File: config.mk
export PLATFORM = sky130hd
export DESIGN_NAME = llp_pixel_pll
export DESIGN_NICKNAME = d
export VERILOG_FILES = /design/src/llp_pkg.sv /design/src/llp_gate_if.sv /design/src/llp_noise_gate.sv /design/src/llp_pixel_pll.sv
export SDC_FILE = /design/constraint.sdc
export NUM_CORES = 1
export LEC_CHECK = 0
export ABC_AREA = 1
export ABC_CLOCK_PERIOD_IN_PS = 7300
export BUFFER_PORTS_ARGS = -buffer_cell sky130_fd_sc_hd__buf_2
export CAP_MARGIN = 20
export CELL_PAD_IN_SITES_DETAIL_PLACEMENT = 2
export CELL_PAD_IN_SITES_GLOBAL_PLACEMENT = 2
export CORE_UTILIZATION = 39
export CTS_BUF_LIST = sky130_fd_sc_hd__clkbuf_4 sky130_fd_sc_hd__clkbuf_8
export CTS_CLUSTER_SIZE = 8
export DETAILED_ROUTE_END_ITERATION = 7
export PLACE_DENSITY_LB_ADDON = 0.1
export SKIP_CTS_REPAIR_TIMING = 1
export SYNTH_ARGS = -nofsm -noshare
export SYNTH_HDL_FRONTEND = slang
export SYNTH_HIERARCHICAL = 1
export SYNTH_SLANG_ARGS = --single-unit
export TNS_END_PERCENT = 30
File: constraint.sdc
create_clock -name clk -period 7.3 [get_ports clk]
set_input_delay 1.095 -clock clk [delete_from_list [all_inputs] [get_ports clk]]
set_output_delay 1.095 -clock clk [all_outputs]
set_load 0.005 [all_outputs]
File: src/llp_pkg.sv
// Purpose: Shared constants for the line-locked pixel clock generator.
// Assumes: 32-bit register port, one aligned word per register.
// Notes: Offsets, field positions, reset values and loop scaling live here.
package llp_pkg;

	// ************************************************************
	// Register offsets (byte addresses)
	// ************************************************************
	localparam logic [7:0] LLP_OFS_DIVIDER = 8'h00;
	localparam logic [7:0] LLP_OFS_NOM_LO = 8'h04;
	localparam logic [7:0] LLP_OFS_NOM_HI = 8'h08;
	localparam logic [7:0] LLP_OFS_CTRL = 8'h0c;
	localparam logic [7:0] LLP_OFS_GATE = 8'h10;
	localparam logic [7:0] LLP_OFS_WORK_LO = 8'h14;
	localparam logic [7:0] LLP_OFS_WORK_HI = 8'h18;
	localparam logic [7:0] LLP_OFS_STATUS = 8'h1c;

	// ************************************************************
	// Control and gate register fields
	// ************************************************************
	localparam int LLP_CTRL_DET_OFF = 0;
	localparam int LLP_CTRL_POL = 1;
	localparam int LLP_CTRL_SEL_EXT = 2;
	localparam int LLP_CTRL_OUT_DIV = 3;
	localparam int LLP_CTRL_HGATE = 4;
	localparam int LLP_CTRL_VGATE = 5;
	localparam int LLP_CTRL_GP_LSB = 8;
	localparam int LLP_CTRL_GI_LSB = 12;
	localparam int LLP_CTRL_MULT_LSB = 16;
	localparam int LLP_CTRL_PHASE_LSB = 24;
	localparam int LLP_GATE_H_LSB = 0;
	localparam int LLP_GATE_V_LSB = 8;
	localparam int LLP_GATE_THR_LSB = 16;

	// ************************************************************
	// Widths, reset values and loop scaling
	// ************************************************************
	localparam int LLP_INC_W = 33;
	localparam int LLP_INT_W = 6;
	localparam int LLP_FRAC_W = 27;
	localparam int LLP_ACC_W = 34;
	localparam int LLP_DIV_W = 12;
	localparam int LLP_ERR_W = 13;
	localparam int LLP_PHASE_STEPS = 31;
	localparam int LLP_GAIN_BASE = 4;
	localparam logic [11:0] LLP_RST_DIVIDER = 12'h520;
	localparam logic [32:0] LLP_RST_NOMINAL = 33'h0ba2e8a16;
	localparam logic [3:0] LLP_RST_MULT = 4'h8;
	localparam logic [7:0] LLP_RST_MIN_WIDTH = 8'h04;
	localparam logic [7:0] LLP_RST_LOCK_THR = 8'h02;
	localparam logic [2:0] LLP_RST_GAIN = 3'h2;

endpackage : llp_pkg

File: src/llp_gate_if.sv
// Purpose: Carrier between the top block and one sync noise gate.
// Assumes: All signals on the block clock.
// Notes: The top drives level, enable and width; the gate drives valid.
`timescale 1ns/100ps
interface llp_gate_if;
	logic level;
	logic enable;
	logic [7:0] min_width;
	logic valid;
	modport gate (input level, input enable, input min_width, output valid);
	modport ctl (output level, output enable, output min_width, input valid);
endinterface : llp_gate_if

File: src/llp_noise_gate.sv
// Purpose: Sync noise gate that passes a pulse once it has lasted long enough.
// Assumes: Input level is already synchronised and polarity corrected.
// Notes: With the gate off the level passes after one register stage.
`timescale 1ns/100ps
module llp_noise_gate
	import llp_pkg::*;
(
	input wire logic clk,
	input wire logic rst_n,
	llp_gate_if.gate gi
);

	typedef struct packed {
		logic [7:0] run;
		logic valid;
	} llp_gate_state_t;

	llp_gate_state_t q;
	llp_gate_state_t d;

	always_comb
	begin
		d = q;
		if (!gi.level)
		begin
			d.run = 8'h00;
			d.valid = 1'b0;
		end
		else if (!gi.enable)
		begin
			d.valid = 1'b1;
		end
		else
		begin
			// Saturate so that a long pulse cannot wrap and drop valid.
			if (q.run != 8'hff)
				d.run = q.run + 8'h01;
			if (d.run >= gi.min_width)
				d.valid = 1'b1;
		end
	end

	always_ff @(posedge clk or negedge rst_n)
	begin
		if (!rst_n)
			q <= '0;
		else
			q <= d;
	end

	assign gi.valid = q.valid;

endmodule : llp_noise_gate

File: src/llp_pixel_pll.sv
// Purpose: Digital line-locked pixel clock generator with register port.
// Assumes: clk stands for the internal high-speed clock (master x factor).
// Notes: Sync, freeze and external clock pins are synchronised on entry.
`timescale 1ns/100ps
module llp_pixel_pll
	import llp_pkg::*;
#(
	parameter int PHASE_TAPS = 32
)
(
	input wire logic clk,
	input wire logic rst_n,
	input wire logic [7:0] addr,
	input wire logic [31:0] wr_data,
	input wire logic wr_en,
	input wire logic rd_en,
	output logic [31:0] rd_data,
	input wire logic line_sync_in,
	input wire logic frame_sync_in,
	input wire logic freeze_input,
	input wire logic external_pixel_clock_in,
	output logic converter_clock,
	output logic output_data_clock,
	output logic pll_clock_out,
	output logic lock,
	output logic line_sync_valid,
	output logic frame_sync_valid
);

	// ************************************************************
	// Elaboration checks
	// ************************************************************
	if (PHASE_TAPS < LLP_PHASE_STEPS || PHASE_TAPS > 64)
	begin : g_bad_taps
		$error("PHASE_TAPS must lie between the step count and 64");
	end

	// ************************************************************
	// State
	// ************************************************************
	typedef struct packed {
		logic hs1;
		logic hs2;
		logic vs1;
		logic vs2;
		logic fz1;
		logic fz2;
		logic xc1;
		logic xc2;
		logic [11:0] divider;
		logic [32:0] nominal;
		logic detector_off;
		logic line_sync_polarity;
		logic sample_clock_select;
		logic out_div_en;
		logic hgate_en;
		logic vgate_en;
		logic [2:0] gain_p;
		logic [2:0] gain_i;
		logic [3:0] analog_mult_factor;
		logic [4:0] phase;
		logic [7:0] line_sync_min_width;
		logic [7:0] frame_sync_min_width;
		logic [7:0] lock_hysteresis_threshold;
		logic [LLP_ACC_W-1:0] acc;
		logic pix;
		logic pixdiv;
		logic [PHASE_TAPS-1:0] hist;
		logic conv;
		logic dclk;
		logic pll_out;
		logic [11:0] fbcnt;
		logic hs_prev;
		logic hs_val;
		logic vs_val;
		logic signed [LLP_ERR_W-1:0] err;
		logic signed [LLP_ACC_W-1:0] integ;
		logic [32:0] working_increment;
		logic lock;
		logic [31:0] rdata;
	} llp_state_t;

	llp_state_t q;
	llp_state_t d;

	llp_gate_if hs_gate ();
	llp_gate_if vs_gate ();

	llp_noise_gate u_hs_gate (
		.clk(clk),
		.rst_n(rst_n),
		.gi(hs_gate)
	);

	llp_noise_gate u_vs_gate (
		.clk(clk),
		.rst_n(rst_n),
		.gi(vs_gate)
	);

	// Polarity 1 means active high; the gate always sees active high.
	assign hs_gate.level = q.line_sync_polarity ? q.hs2 : ~q.hs2;
	assign hs_gate.enable = q.hgate_en;
	assign hs_gate.min_width = q.line_sync_min_width;
	assign vs_gate.level = q.vs2;
	assign vs_gate.enable = q.vgate_en;
	assign vs_gate.min_width = q.frame_sync_min_width;

	function automatic logic [LLP_ERR_W-1:0] llp_abs(
		input logic signed [LLP_ERR_W-1:0] v
	);
		llp_abs = v[LLP_ERR_W-1] ? LLP_ERR_W'(-v) : LLP_ERR_W'(v);
	endfunction : llp_abs

	// ************************************************************
	// Next state
	// ************************************************************
	always_comb
	begin
		logic hs_rise;
		logic div_rise;
		logic phased;
		logic [LLP_ERR_W-1:0] mag;
		logic signed [LLP_ERR_W-1:0] e;
		logic signed [LLP_ACC_W-1:0] e_ext;
		logic signed [LLP_ACC_W-1:0] prop;
		logic signed [LLP_ACC_W-1:0] integ;
		logic signed [LLP_ACC_W-1:0] sum;
		hs_rise = 1'b0;
		div_rise = 1'b0;
		phased = 1'b0;
		mag = '0;
		e = '0;
		e_ext = '0;
		prop = '0;
		integ = '0;
		sum = '0;
		d = q;

		d.hs1 = line_sync_in;
		d.hs2 = q.hs1;
		d.vs1 = frame_sync_in;
		d.vs2 = q.vs1;
		d.fz1 = freeze_input;
		d.fz2 = q.fz1;
		d.xc1 = external_pixel_clock_in;
		d.xc2 = q.xc1;
		d.hs_val = hs_gate.valid;
		d.vs_val = vs_gate.valid;

		// Register writes.
		if (wr_en)
		begin
			case (addr)
				LLP_OFS_DIVIDER: d.divider = wr_data[11:0];
				LLP_OFS_NOM_LO: d.nominal[31:0] = wr_data;
				LLP_OFS_NOM_HI: d.nominal[32] = wr_data[0];
				LLP_OFS_CTRL:
				begin
					d.detector_off = wr_data[LLP_CTRL_DET_OFF];
					d.line_sync_polarity = wr_data[LLP_CTRL_POL];
					d.sample_clock_select = wr_data[LLP_CTRL_SEL_EXT];
					d.out_div_en = wr_data[LLP_CTRL_OUT_DIV];
					d.hgate_en = wr_data[LLP_CTRL_HGATE];
					d.vgate_en = wr_data[LLP_CTRL_VGATE];
					d.gain_p = wr_data[LLP_CTRL_GP_LSB +: 3];
					d.gain_i = wr_data[LLP_CTRL_GI_LSB +: 3];
					d.analog_mult_factor = wr_data[LLP_CTRL_MULT_LSB +: 4];
					// Steps beyond the last one are clamped to it.
					if (wr_data[LLP_CTRL_PHASE_LSB +: 5] >= 5'(LLP_PHASE_STEPS))
						d.phase = 5'(LLP_PHASE_STEPS - 1);
					else
						d.phase = wr_data[LLP_CTRL_PHASE_LSB +: 5];
				end
				LLP_OFS_GATE:
				begin
					d.line_sync_min_width = wr_data[LLP_GATE_H_LSB +: 8];
					d.frame_sync_min_width = wr_data[LLP_GATE_V_LSB +: 8];
					d.lock_hysteresis_threshold = wr_data[LLP_GATE_THR_LSB +: 8];
				end
				default: ;
			endcase
		end

		// Phase accumulator; its top bit is the raw pixel clock.
		d.acc = q.acc + LLP_ACC_W'(q.working_increment);
		d.pix = q.acc[LLP_ACC_W-1];
		if (q.out_div_en)
		begin
			if (q.acc[LLP_ACC_W-1] && !q.pix)
				d.pixdiv = ~q.pixdiv;
		end
		else
			d.pixdiv = q.pix;
		div_rise = d.pixdiv && !q.pixdiv;

		// Delay line gives the sampling phase in whole fast-clock steps.
		d.hist = {q.hist[PHASE_TAPS-2:0], q.pixdiv};
		phased = q.hist[q.phase];
		d.pll_out = phased;
		d.conv = q.sample_clock_select ? q.xc2 : phased;
		d.dclk = q.conv;

		// Feedback divider counts divided pixel clocks per line.
		if (div_rise)
		begin
			if (q.fbcnt >= q.divider - 12'h001)
				d.fbcnt = 12'h000;
			else
				d.fbcnt = q.fbcnt + 12'h001;
		end

		hs_rise = q.hs_val && !q.hs_prev;
		d.hs_prev = q.hs_val;

		// Error is where the divider stands when the line sync arrives.
		if (q.fbcnt < {1'b0, q.divider[11:1]})
			e = LLP_ERR_W'(q.fbcnt);
		else
			e = LLP_ERR_W'(q.fbcnt) - LLP_ERR_W'(q.divider);
		e_ext = LLP_ACC_W'(e);
		prop = e_ext <<< (LLP_GAIN_BASE + int'(q.gain_p));
		integ = q.integ + (e_ext <<< int'(q.gain_i));
		sum = $signed({1'b0, q.nominal}) - prop - integ;
		mag = llp_abs(e);

		if (q.detector_off)
		begin
			d.integ = '0;
			d.err = '0;
			d.lock = 1'b0;
			d.working_increment = q.nominal;
		end
		else if (q.fz2)
		begin
			// Sync edges are ignored and the increment is held.
			d.working_increment = q.working_increment;
		end
		else if (hs_rise)
		begin
			d.err = e;
			d.integ = integ;
			// A negative sum would run the oscillator backwards.
			if (sum[LLP_ACC_W-1])
				d.working_increment = '0;
			else
				d.working_increment = sum[32:0];
			// Lock on small error, drop only past twice the threshold.
			if (mag <= LLP_ERR_W'(q.lock_hysteresis_threshold))
				d.lock = 1'b1;
			else if (mag > LLP_ERR_W'({q.lock_hysteresis_threshold, 1'b0}))
				d.lock = 1'b0;
		end

		// Read data stand only in the cycle after the read strobe.
		d.rdata = 32'h0000_0000;
		if (rd_en)
		begin
			case (addr)
				LLP_OFS_DIVIDER: d.rdata = {20'h00000, q.divider};
				LLP_OFS_NOM_LO: d.rdata = q.nominal[31:0];
				LLP_OFS_NOM_HI: d.rdata = {31'h0, q.nominal[32]};
				LLP_OFS_CTRL:
				begin
					d.rdata[LLP_CTRL_DET_OFF] = q.detector_off;
					d.rdata[LLP_CTRL_POL] = q.line_sync_polarity;
					d.rdata[LLP_CTRL_SEL_EXT] = q.sample_clock_select;
					d.rdata[LLP_CTRL_OUT_DIV] = q.out_div_en;
					d.rdata[LLP_CTRL_HGATE] = q.hgate_en;
					d.rdata[LLP_CTRL_VGATE] = q.vgate_en;
					d.rdata[LLP_CTRL_GP_LSB +: 3] = q.gain_p;
					d.rdata[LLP_CTRL_GI_LSB +: 3] = q.gain_i;
					d.rdata[LLP_CTRL_MULT_LSB +: 4] = q.analog_mult_factor;
					d.rdata[LLP_CTRL_PHASE_LSB +: 5] = q.phase;
				end
				LLP_OFS_GATE:
					d.rdata = {8'h00, q.lock_hysteresis_threshold,
						q.frame_sync_min_width, q.line_sync_min_width};
				LLP_OFS_WORK_LO: d.rdata = q.working_increment[31:0];
				LLP_OFS_WORK_HI:
					d.rdata = {31'h0, q.working_increment[32]};
				LLP_OFS_STATUS:
					d.rdata = {29'h0, q.fz2, q.hs_val, q.lock};
				default: d.rdata = 32'h0000_0000;
			endcase
		end
	end

	// ************************************************************
	// Registers
	// ************************************************************
	always_ff @(posedge clk or negedge rst_n)
	begin
		if (!rst_n)
		begin
			q <= '0;
			q.divider <= LLP_RST_DIVIDER;
			q.nominal <= LLP_RST_NOMINAL;
			q.working_increment <= LLP_RST_NOMINAL;
			q.line_sync_polarity <= 1'b1;
			q.gain_p <= LLP_RST_GAIN;
			q.gain_i <= LLP_RST_GAIN;
			q.analog_mult_factor <= LLP_RST_MULT;
			q.line_sync_min_width <= LLP_RST_MIN_WIDTH;
			q.frame_sync_min_width <= LLP_RST_MIN_WIDTH;
			q.lock_hysteresis_threshold <= LLP_RST_LOCK_THR;
		end
		else
			q <= d;
	end

	assign rd_data = q.rdata;
	assign converter_clock = q.conv;
	assign output_data_clock = q.dclk;
	assign pll_clock_out = q.pll_out;
	assign lock = q.lock;
	assign line_sync_valid = q.hs_val;
	assign frame_sync_valid = q.vs_val;

endmodule : llp_pixel_pll

# [Word level (Yosys, flattened, before mapping)]
# Cells that the tools add are included.
[totals] register_bits=302 in_bits=48 out_inout_bits=38 word_cells=139
[op_classes] add_sub_neg=11 order_cmp=8 n_eq_ne=14 n_shift=2 n_mux=43 bitwise=2 reduce_logical=16
[op_table] op="$mux 68" count=2
[op_table] op="$sub 34x34->34" count=2
[op_table] op="$mux 33" count=2
[op_table] op="$mux 8" count=8
[op_table] op="$pmux 6 s8" count=1
[op_table] op="$add 34x33->34" count=1
[op_table] op="$add 34x34->34" count=1
[op_table] op="$mux 34" count=1
[op_table] op="$sshl 13x3->34" count=1
[op_table] op="$sshl 13x4->34" count=1
[op_table] op="$eq 8x5->1 const B" count=4
[op_table] op="$mux 32" count=1
[op_table] op="$mux 13" count=2
[op_table] op="$mux 9" count=2
[op_table] op="$add 8x1->8 const B" count=2
[op_table] op="$eq 8x4->1 const B" count=2
[op_table] op="$ge 8x8->1" count=2
[op_table] op="$ne 8x8->1 const B" count=2
[op_table] op="$pmux 4 s4" count=1
[op_table] op="$pmux 3 s5" count=1
[op_table] op="$pmux 5 s3" count=1
[op_table] op="$gt 13x9->1" count=1
[op_table] op="$le 13x8->1" count=1
[op_table] op="$neg 13->13" count=1
[op_table] op="other kinds (30)" count=53

# [Depth between registers and ports, before layout]
# Gate-level depths: netlist (run 1).
[logic_depth] depth_word=10 mapped_depth=47 depth_no_buf=46

# [Hierarchy]
# The synthesis (run 1) kept the hierarchy.
[modules_own_cells] module="llp_pixel_pll" instances=1 cells_each=2804 area_each_um2=21165.3 seq_area_each_um2=7156.9
[modules_own_cells] module="llp_noise_gate" instances=2 cells_each=114 area_each_um2=797.0 seq_area_each_um2=225.2

# [Worst setup path before layout (run 1)]
# OpenSTA, ideal clock, no wires.
[synth_path] path_type="register to register" startpoint="register q[285] in the netlist's numbering" endpoint="register q[40] in the netlist's numbering" setup_time_ps=117 t_arrival_ps=6052 required_time_ps=7183 setup_slack_ps=1131 stages_incl_launch_ff=42 n_path_buf=3 synth_period_minus_slack_ps=6169 path_cell_list="dfstp_2 -> inv_1 -> ha_1 -> nand2_1 -> inv_2 -> nand2_1 -> nand2_1 -> a21oi_4 -> nand2_4 -> buf_8 -> nand2_2 -> nand2_2 -> inv_2 -> nand2_1 -> o21ai_1 -> nand2_1 -> nor2_1 -> inv_1 -> [6 not listed] -> nand2_1 -> nand2_1 -> nand2_1 -> and2_1 -> fa_1 -> inv_1 -> ha_1 -> a21oi_1 -> inv_1 -> nor2_1 -> o21ai_0 -> a31oi_1 -> nand3_1 -> or2_1 -> buf_6 -> buf_12 -> nand3_2 -> nand2_1"
[synth_via] elab_chain_cells=9 word_cells_on_any_way=12 classes_between="4 x add/sub; 1 x order compare; 2 x shift; 5 x mux"
[synth_lines] element="start, declared" line_no="llp_pixel_pll.sv:83" text="llp_state_t q;"
[synth_lines] element="$sub 12x12->13 / $lt 12x11->1 (equally long branches)" line_no="llp_pixel_pll.sv:220, llp_pixel_pll.sv:217"
[synth_lines] element="$mux 13 (*)" line_no="llp_pixel_pll.sv:217" text="if (q.fbcnt < {1'b0, q.divider[11:1]})"
[synth_lines] element="$sshl 13x4->34 / $sshl 13x3->34 (equally long branches)" line_no="llp_pixel_pll.sv:222, llp_pixel_pll.sv:223"
[synth_lines] element="$sub 34x34->34 / $add 34x34->34 (equally long branches)" line_no="llp_pixel_pll.sv:224, llp_pixel_pll.sv:223"
[synth_lines] element="$sub 34x34->34 (*)" line_no="llp_pixel_pll.sv:224" text="sum = $signed({1'b0, q.nominal}) - prop - integ;"
[synth_lines] element="$mux 33 (*)" line_no="llp_pixel_pll.sv:244" text="if (sum[LLP_ACC_W-1])"
[synth_lines] element="$mux 68 (*)" line_no="llp_pixel_pll.sv:239" text="else if (hs_rise)"
[synth_lines] element="$mux 33 (*)" line_no="llp_pixel_pll.sv:234" text="else if (q.fz2)"
[synth_lines] element="$mux 68 (*)" line_no="llp_pixel_pll.sv:227" text="if (q.detector_off)"
# Every way passes the cells marked *; elsewhere a longest branch is shown, timed or not. The select of a mux whose other input is x is not followed.
# A chain may end at the register's enable or synchronous reset.

# [Worst setup path after layout (run 1)]
[layout_path] startpoint="register q[283] in the netlist's numbering" endpoint="register q[39] in the netlist's numbering"
# Same word-level chain as after synthesis.

==> results of run 1 <==
## metrics by stage
step | TNS [ps] | hold slack [ps]
floorplan | 0 | 331
global placement | 0 | 335
detailed placement | -6430 | 341
CTS | -6530 | 348
global route | -726 | 355
finish | 0 | 349
## cells in the mapped netlist, types with 8 or more instances
master and n:
nand3_1 102, inv_1 468, nor4_1 9, nor2_1 220, buf_4 35, a21o_1 14
o211ai_1 15, nand2_4 9, nor2_4 8, o22ai_1 37, o21ai_0 255, fa_1 36
xnor2_1 27, dfrtp_1 262, o21a_1 16, nand4_1 13, ha_1 172, clkbuf_1 55
a21oi_1 207, nand2_2 21, o221ai_1 11, xor2_1 61, nor3_1 23, a21boi_0 9
inv_2 16, nand3_2 34, o21ai_1 36, a221oi_1 12, nand2_1 679, a31oi_1 16
dfstp_2 40, o21bai_1 14, a22o_1 12, mux2i_1 11
## layer usage
layer	share of wire (%)	vias up	wire length (um)
li1	-	10100	-
met1	43	11000	39200
met2	49	416	45100
met3	3.7	184	3390
met4	3.7	2	3400
met5	0.011	-	10
## logic make-up after synthesis
kind of cell / after synthesis / share of synthesized area (%)
compound gates: 688 / 17.5
other cells: 1 / 0.0165
buf+inv: 590 / 10.6
mux: 11 / 0.484
flops: 302 / 33.4
xor+xnor: 89 / 3.46
fa+ha+maj: 208 / 12.6
simple gates: 1143 / 21.9
## flip-flops by register name (all words and copies together), names as in the netlist, 8 cells and up
| name | count |
|---|---|
| rd_data | 32 |
| hs_gate.min_width | 8 |
| d | 37 |
| q | 190 |
| u_vs_gate/q | 8 |
| u_hs_gate/q | 8 |
| vs_gate.min_width | 8 |
## cells in the final DEF (no fill, tap or decap), types with 9 or more instances in the layout
cell type / count
nand2_1: 675
inv_1: 468
dfrtp_1: 262
o21ai_0: 236
nor2_1: 215
a21oi_1: 193
ha_1: 164
nand3_1: 101
buf_2: 84
clkbuf_8: 78
xor2_1: 58
o21ai_1: 50
buf_4: 46
dfstp_2: 40
o22ai_1: 37
fa_1: 36
nand3_2: 35
xnor2_1: 25
nand2_2: 24
nor3_1: 20
clkbuf_4: 17
o21a_1: 16
a21oi_2: 15
inv_2: 15
o211ai_1: 15
a21o_1: 14
a31oi_1: 14
nand4_1: 13
o21bai_1: 12
a221oi_1: 12
a22o_1: 12
mux2i_1: 11
nor2_2: 11
o221ai_1: 11
o21ai_2: 9
nand2_4: 9
## worst min-delay path by stage
stage	start	endpoint	slack, ps	cells after the start
global placement	d[289]	q[289]	340	0
CTS	d[291]	q[291]	350	0
global route	d[291]	q[291]	360	0
floorplan	d[289]	q[289]	330	0
detailed placement	d[291]	q[291]	340	0
finish	d[291]	q[291]	350	0
## worst reg2reg max path: cells and delay by family, from the launching register on
kind / cells / cell delay [ps]
buffers and inverters: 6 / 760
AOI/OAI and AO/OA: 11 / 1940
and+or+nand+nor: 19 / 2140
DFF: 1 / 460
adders and majority gates: 4 / 1510
## area by class of cell
type                    instances  area [um2]  area share, %
multi-input cells            2143       13000           50.6
flip-flops and latches        302        7610           29.5
inverters                     487        1830           7.12
clock buffers                  95        1200           4.66
well taps                     765         957           3.72
repair buffers                136         886           3.44
clock inverters                17         248          0.962
diodes                          2        5.00         0.0194
==> metrics.md, run 1 <==
| Metric | Value |
|---|---|
| Tmin final | 6890 ps |
| Critical path's most frequent cell | nand2_1 |
| Place WS | -272 ps |
| Critical path class | reg -> reg |
| RSZ-0062 raised after global routing | yes |
| Inserted Clock Buffers | 59 |
| Max-Cap Viols | 0 |
| Pre-Repair DR Iteration Count | 5 |
| Synth top area cells | dfrtp_1 (29%), nand2_1 (11%), ha_1 (9.5%), inv_1 (7.7%), o21ai_0 (5.6%) |
| Vias per cell | 5.48 |
| Vias in the first global route | 24300 |
| Syn Inst Count | 3032 |
| IO Count | 86 |
| Total Routing Usage GR | 30.7% |
| Yosys cell types | 67 |
| Setup crit end | q[39] |
| Starting density of the core | 39.4% |
| Slew margin rel. | 33.5% |
| Post-synthesis sequential area ratio | 33.4% |
| Crit path depth | 40 |
| Share of cells above drive strength 1 | 14.4% |
| DIE WIDTH | 244 um |
| Initial DRC Count | 891 |
| CP endpoint kind | register |
| R2R depth | 40 |
| Number of synthesized flops with an enable pin | 0 |
| Placed Instance Area | 23900 um2 |
| Syn Std Cell Area | 22800 um2 |
| Synth Flop Type | dfrtp_1 |
| Area delta synth->final | 13.2% |
| H-tree Lvls | 2 |
| Worst EP arrival | 7470 ps |
| Final setup fails | 0 |
| Flip-flop and latch count after synthesis | 302 |
| Synth warn | 6 |
| Max incr delay on CP | 520 ps |
| Worst Clk Skew | 50.4 ps |
| Vias | 21600 |
| Req. time, crit path | 7880 ps |
| CP startpoint kind | register |
| NumNets Final | 3385 |
| DR WL/cell | 23.1 um |
| Final antenna-violating net count | 0 |
| Post-route insts no fill | 3947 |
| Die Height | 244 um |
| Max Fclk | 0.145 GHz |
| Crit. Startpoint | q[283] |
| Critical path buffers and inverters | 6 |
| Gpl congestion | 0.900 |
| Met1 usage in global routing | 37.9% |
| Final Cell Area | 25800 um2 |
| Avg Inst Size Synth | 7.51 um2 |
| DP Wirelength | 71000 um |
| Fin. Hold Viols | 0 |
| Fillers | 6695 |
| Tightest Pin Transition | 998 ps |
| Met3 GRT Util | 4.33% |
| Reg-to-Reg End | q[39] |
| Delay-heaviest family, CP | simple AND/OR/NAND/NOR gates |
| Clock root buffer | clkbuf_8 |
| GRT Residual Overflow | 0 |
| Std-Cell Rows | 88 |
| # clock sinks | 302 |
| Met2 global-route usage | 54.2% |
| Residual DRC | 0 |
| Post-placement cell count | 3820 |
| CTS tree | built |
| Initial antenna violation count | 4 |
| Crit-path slowest cell | fa_1 |
| Tcrit/Tclk final | 94.4% |
| Pin count of the biggest net entering global routing | 116 |
| Leading area contributor after synthesis | dfrtp_1 |
| Max-slew violations | 0 |
| Final Worst Setup Slack | 412 ps |
| Drt total wl | 91100 um |
| GRT busiest layer | met2 |
| First-pass GRT wire length | 141000 um |
| I/O Buffers | 85 |
| Worst-path fanout max | 17 |
| Clock tree buffer depth | 3 |
| Die area | 59300 um2 |
| R2r setup slk | 410 ps |
| Status | finished, final reports clean |
| CTS clk-pin slew, worst paths | 70 ps |
| Reg2reg start | q[283] |
| Top-area cell type share of the netlist area | 28.8% |
| Hold Path Class | reg -> reg |
| Async set-reset flop share out of synthesis | 100% |
| Util after Layout | 44.6% |
| Core ar. | 57700 um2 |
| Clk_lat worst skew | 710 ps |
Power of run 1 is not shown: default switching activity piles up to over one toggle a cycle in this logic, so the estimate is an artifact.
==> inputs of run 2 (changes only) <==
Settings changed: RECOVER_POWER set to 25.
==> run 2 against run 1 <==
Net effect: the run now ends with capacitance limit, slew limit left; routed wire length about the same; core utilization about the same; worst setup slack about the same; final area about the same; clock skew about the same; first-iteration DRC count unchanged; flip-flop and latch count unchanged; register-to-register slack about the same; highest routed layer unchanged.
==> metrics.md, run 2 (synthesized netlist as in run 1, its figures left out) <==
| Metric | Value |
|---|---|
| Status | finished, violations left |
| Failing checks | capacitance limit, slew limit |
| Final setup fails | 0 (unchanged) |
| Worst Clk Skew | 50.5 ps (+0.0681 ps) |
| Vias | 21600 (+0.023%) |
| Area of the multi-input gates | 13000 um2 (unchanged) |
| Hold Path Class | reg -> reg |
| Hold path start | d[291] |
| IO Count | 86 (unchanged) |
| Inserted Clock Buffers | 59 (unchanged) |
| Top reg by flops | q |
| Starting density of the core | 39.4% (unchanged) |
| Pin count of the biggest net entering global routing | 116 (unchanged) |
| Final Worst Setup Slack | 411 ps (-0.305 ps) |
| Slew margin rel. | -271% (-300 points) |
| Fillers | 6693 (-0.030%) |
| Worst hold endpoint | q[291] |
| Std-Cell Rows | 88 (unchanged) |
| Residual DRC | 0 (unchanged) |
| DR WL/cell | 23.1 um (about the same) |
| Post-placement cell count | 3820 (unchanged) |
| Reg-to-Reg End | q[39] |
| Fin. Hold Viols | 0 (unchanged) |
| Core ar. | 57700 um2 (unchanged) |
| Reg area | 7610 um2 (unchanged) |
| Pre-Repair DR Iteration Count | 5 (unchanged) |
| Vias per cell | 5.48 (about the same) |
| Die Height | 244 um (unchanged) |
| Tightest Pin Transition | 5570 ps (+4570 ps) |
| Max-slew violations | 116 (+116) |
| Reg2reg start | q[283] |
| # clock sinks | 302 (unchanged) |
| Crit-path slowest cell | fa_1 |
| Die area | 59300 um2 (unchanged) |
| CP startpoint kind | register |
| I/O Buffers | 85 (unchanged) |
| Critical path class | reg -> reg |
| Leading cell types in the layout, fill and taps excluded | nand2_1 (675), inv_1 (468), dfrtp_1 (262) |
| Clk_lat worst skew | 710 ps (about the same) |
| Tcrit/Tclk final | 94.4% (about the same) |
| Vias in the first global route | 24300 (unchanged) |
| GRT Residual Overflow | 0 (unchanged) |
| Critical path's most frequent cell | nand2_1 |
| Drt total wl | 91100 um (about the same) |
| Clock root buffer | clkbuf_8 |
| Worst Hold Depth | 0 (unchanged) |
| Max Fclk | 0.145 GHz (about the same) |
| CTS clk-pin slew, worst paths | 70 ps (about the same) |
| Initial antenna violation count | 4 (unchanged) |
| Place WS | -272 ps (unchanged) |
| DIE WIDTH | 244 um (unchanged) |
| H-tree Lvls | 2 (unchanged) |
| Critical path buffers and inverters | 6 (unchanged) |
| R2r setup slk | 410 ps (about the same) |
| Fin Hold WS | 349 ps (+0.00600 ps) |
| Tmin final | 6890 ps (+0.305 ps) |
| Max incr delay on CP | 520 ps (about the same) |
| Worst EP arrival | 7470 ps (about the same) |
| Total Routing Usage GR | 30.7% (unchanged) |
| Delay-heaviest family, CP | simple AND/OR/NAND/NOR gates |
| Largest register FFs | 190 (unchanged) |
| Clock tree buffer depth | 3 (unchanged) |
| CP endpoint kind | register |
| Initial DRC Count | 891 (unchanged) |
| RSZ-0062 raised after global routing | yes |
| First-pass GRT wire length | 141000 um (unchanged) |
| Gpl congestion | 0.900 (unchanged) |
| Share of cells above drive strength 1 | 14.3% (-0.063 points) |
| R2R depth | 40 (unchanged) |
| NumNets Final | 3385 (unchanged) |
| Area delta synth->final | 13.2% (about the same) |
| DP Wirelength | 71000 um (unchanged) |
| Max-Cap Viols | 1 (+1) |
| Post-route insts no fill | 3947 (unchanged) |
| Commonest non-fill, non-tap cell in the layout | nand2_1 |
| CTS tree | built |
| Req. time, crit path | 7880 ps (about the same) |
| Worst-path fanout max | 17 (unchanged) |
| Final antenna-violating net count | 0 (unchanged) |
run 2: changes by cell type in the layout (fill, tap and decap cells not counted):
cell	change
clkdlybuf4s25_1	+1
buf_8	-1
buf_2	-1
clkbuf_1	+1
run 2: worst register-to-register path: cells and delay by family, from the launching register on:
family	cells	cell delay, ps
adder cells (fa/ha/maj)	4	1510
flip-flops	1	460
AND/OR/NAND/NOR	19	2140
AO/OA/AOI/OAI	11	1940
buffers and inverters	6	760
run 2: routing by layer:
layer  GRT usage (%)  wire [um]
met1            37.9      39200
met2            54.2      45000
met3            4.33       3420
met4            10.8       3400
met5               0         10
run 2: worst max-delay path by stage:
stage                       from  endpoint  slack, ps  cells after the start
final                     q[283]     q[39]        410                     40
after global placement    q[283]     q[39]         30                     36
after CTS                 q[283]     q[39]       -290                     36
after global routing      q[285]     q[39]       -110                     38
after floorplan           q[285]     q[40]       1130                     41
after detailed placement  q[283]     q[39]       -270                     36
run 2: final cells by class:
class                      instances  share of cell area (%)
tap                              765                    3.72
multi-input combinational       2143                    50.6
timing repair buffer             136                    3.42
inverter                         487                    7.12
sequential                       302                    29.5
clock buffer                      95                    4.66
antenna                            2                  0.0194
clock inverter                    17                   0.962
run 2: per-stage QoR:
| stage | utilization [%] | setup TNS, ps | instance area (um2) |
|---|---|---|---|
| after floorplan | - | 0 | 22800 |
| after global placement | 41.4 | 0 | 23900 |
| after detailed placement | 41.4 | -6430 | 23900 |
| after CTS | 44.0 | -6530 | 25400 |
| after global routing | 44.6 | -726 | 25800 |
| final | 44.6 | 0 | 25800 |
Power of run 2 is left out for the same reason.
==> inputs of run 3 (changes only) <==
Settings changed: ABC_CLOCK_PERIOD_IN_PS 7300 to 8150, CORE_UTILIZATION 39 to 41, TNS_END_PERCENT 30 to 100.
Clock period 7.3 ns to 8.15 ns, I/O delays scaled along.
==> run 3 against run 2 <==
Net effect: maximum frequency down 10%; first-iteration DRC count grew 20%; flip-flop and latch count stayed put; sequential share of layout area up 0.86 points; worst hold slack hardly changed; the run still ends with capacitance limit, slew limit left; via count up 1.5%; critical path depth is 5 lower; clock skew down 11 ps; worst setup slack improved by 50 ps; clock-buffer cell count fell by 7.
==> metrics.md, run 3 (synthesized netlist as in run 1, its figures left out) <==
| Metric | Value |
|---|---|
| Tightest Pin Transition | 4850 ps (-724 ps) |
| Die area | 56500 um2 (-4.8%) |
| Critical path's most frequent cell | nand2_1 |
| Worst EP arrival | 8260 ps (+790 ps) |
| Worst-path fanout max | 33 (+16) |
| Largest register FFs | 190 (unchanged) |
| Initial antenna violation count | 2 (-2) |
| Area of the multi-input gates | 12700 um2 (-2.4%) |
| Pin count of the biggest net entering global routing | 147 (+27%) |
| CP startpoint kind | register |
| Worst Hold Depth | 0 (unchanged) |
| Drt total wl | 96300 um (+5.8%) |
| Final antenna-violating net count | 0 (unchanged) |
| Clock root buffer | clkbuf_8 |
| CTS tree | built |
| Reg2reg start | q[283] |
| First-pass GRT wire length | 149000 um (+5.2%) |
| Vias in the first global route | 24800 (+2.1%) |
| Tmin final | 7690 ps (+800 ps) |
| Fin Setup TNS | 0 ps (unchanged) |
| Pre-Repair DR Iteration Count | 5 (unchanged) |
| Crit-path slowest cell | fa_1 |
| GRT Residual Overflow | 0 (unchanged) |
| H-tree Lvls | 2 (unchanged) |
| Max Fclk | 0.130 GHz (-10%) |
| Final Cell Area | 25000 um2 (-2.8%) |
| CTS clk-pin slew, worst paths | 70 ps (about the same) |
| Leading cell types in the layout, fill and taps excluded | nand2_1 (680), inv_1 (468), dfrtp_1 (262) |
| Tcrit/Tclk final | 94.3% (about the same) |
| CP endpoint kind | register |
| Hold path start | d[291] |
| Fin. Hold Viols | 0 (unchanged) |
| Die Height | 238 um (-2.4%) |
| Residual DRC | 0 (unchanged) |
| Gpl congestion | 0.897 (-0.33%) |
| Reg-to-Reg End | q[38] |
| Core ar. | 54300 um2 (-5.8%) |
| Total Routing Usage GR | 34.4% (+3.7 points) |
| Max-slew violations | 237 (+100%) |
| Worst hold endpoint | q[291] |
| Slew margin rel. | -223% (+48 points) |
| R2r setup slk | 460 ps (+50 ps) |
| # clock sinks | 302 (unchanged) |
| Starting density of the core | 41.9% (+2.4 points) |
| Area delta synth->final | 9.97% |
| Critical path class | reg -> reg |
| Share of cells above drive strength 1 | 11.6% (-2.7 points) |
| RSZ-0062 raised after global routing | no |
| Max-Cap Viols | 2 (+1) |
| Failing checks | capacitance limit, slew limit |
| Commonest non-fill, non-tap cell in the layout | nand2_1 |
| Status | finished, violations left |
| Inserted Clock Buffers | 59 (unchanged) |
| Clock tree buffer depth | 3 (unchanged) |
| Hold Path Class | reg -> reg |
| Final setup fails | 0 (unchanged) |
| Worst Clk Skew | 39.7 ps (-10.8 ps) |
| IO Count | 86 (unchanged) |
| NumNets Final | 3353 (-0.95%) |
| Reg area | 7610 um2 (unchanged) |
| Fillers | 6362 (-4.9%) |
| Placed Instance Area | 23700 um2 (-0.81%) |
| Clk_lat worst skew | 710 ps (about the same) |
| DR WL/cell | 24.8 um (+7.4%) |
| Initial DRC Count | 1067 (+20%) |
| DIE WIDTH | 238 um (-2.4%) |
| Req. time, crit path | 8720 ps (+840 ps) |
| Max incr delay on CP | 510 ps (about the same) |
| I/O Buffers | 85 (unchanged) |
| Vias | 22000 (+1.5%) |
| Top reg by flops | q |
| Vias per cell | 5.65 (+3.1%) |
| Std-Cell Rows | 85 (-3.4%) |
| DP Wirelength | 71400 um (+0.54%) |
| R2R depth | 35 (-13%) |
[run 3: cell type report]
class,instances,share of cell area [%]
Clock inverter,23,0.930
Timing Repair Buffer,104,2.38
Antenna cell,2,0.0200
Tap cell,739,3.69
Clock buffer,88,4.49
Sequential cell,302,30.4
Multi-Input combinational cell,2143,50.8
Inverter,487,7.31
[run 3: per-layer routing]
layer / global-route usage [%] / vias up / part of all wire [%]
met5: 0 / - / 0.0083
met4: 14.7 / 2 / 4.3
met3: 4.27 / 203 / 4.1
met2: 61.1 / 529 / 50
met1: 41.7 / 11200 / 42
li1: - / 10000 / -
[run 3: worst max path at each step]
stage / slack [ps] / start / end
after detailed placement: 350 / q[287] / q[59]
after CTS: 270 / q[287] / q[38]
final: 460 / q[283] / q[38]
after global placement: 440 / q[285] / q[37]
after floorplan: 1980 / q[285] / q[40]
after global routing: 30 / q[283] / q[38]
[run 3: worst max-delay path, delay by kind of cell, from the launching register on]
kind                       cells  cell delay (ps)
AOI/OAI and AO/OA              9             2260
DFF                            1              450
and+or+nand+nor               14             1760
buffers and inverters          6              740
xor gates and xnor gates       1              300
adders and majority gates      5             1960
[run 3: per-stage QoR]
stage                     util (%)  std cells  hold WS (ps)  worst slack [ps]
after CTS                     46.1       3885           345               268
final                         46.1       3888           348               461
after global routing          46.0       3886           366              32.0
after floorplan                  -       3035           331              1980
after global placement        43.6       3773           336               445
after detailed placement      43.6       3774           349               348
Power of run 3 is left out for the same reason.
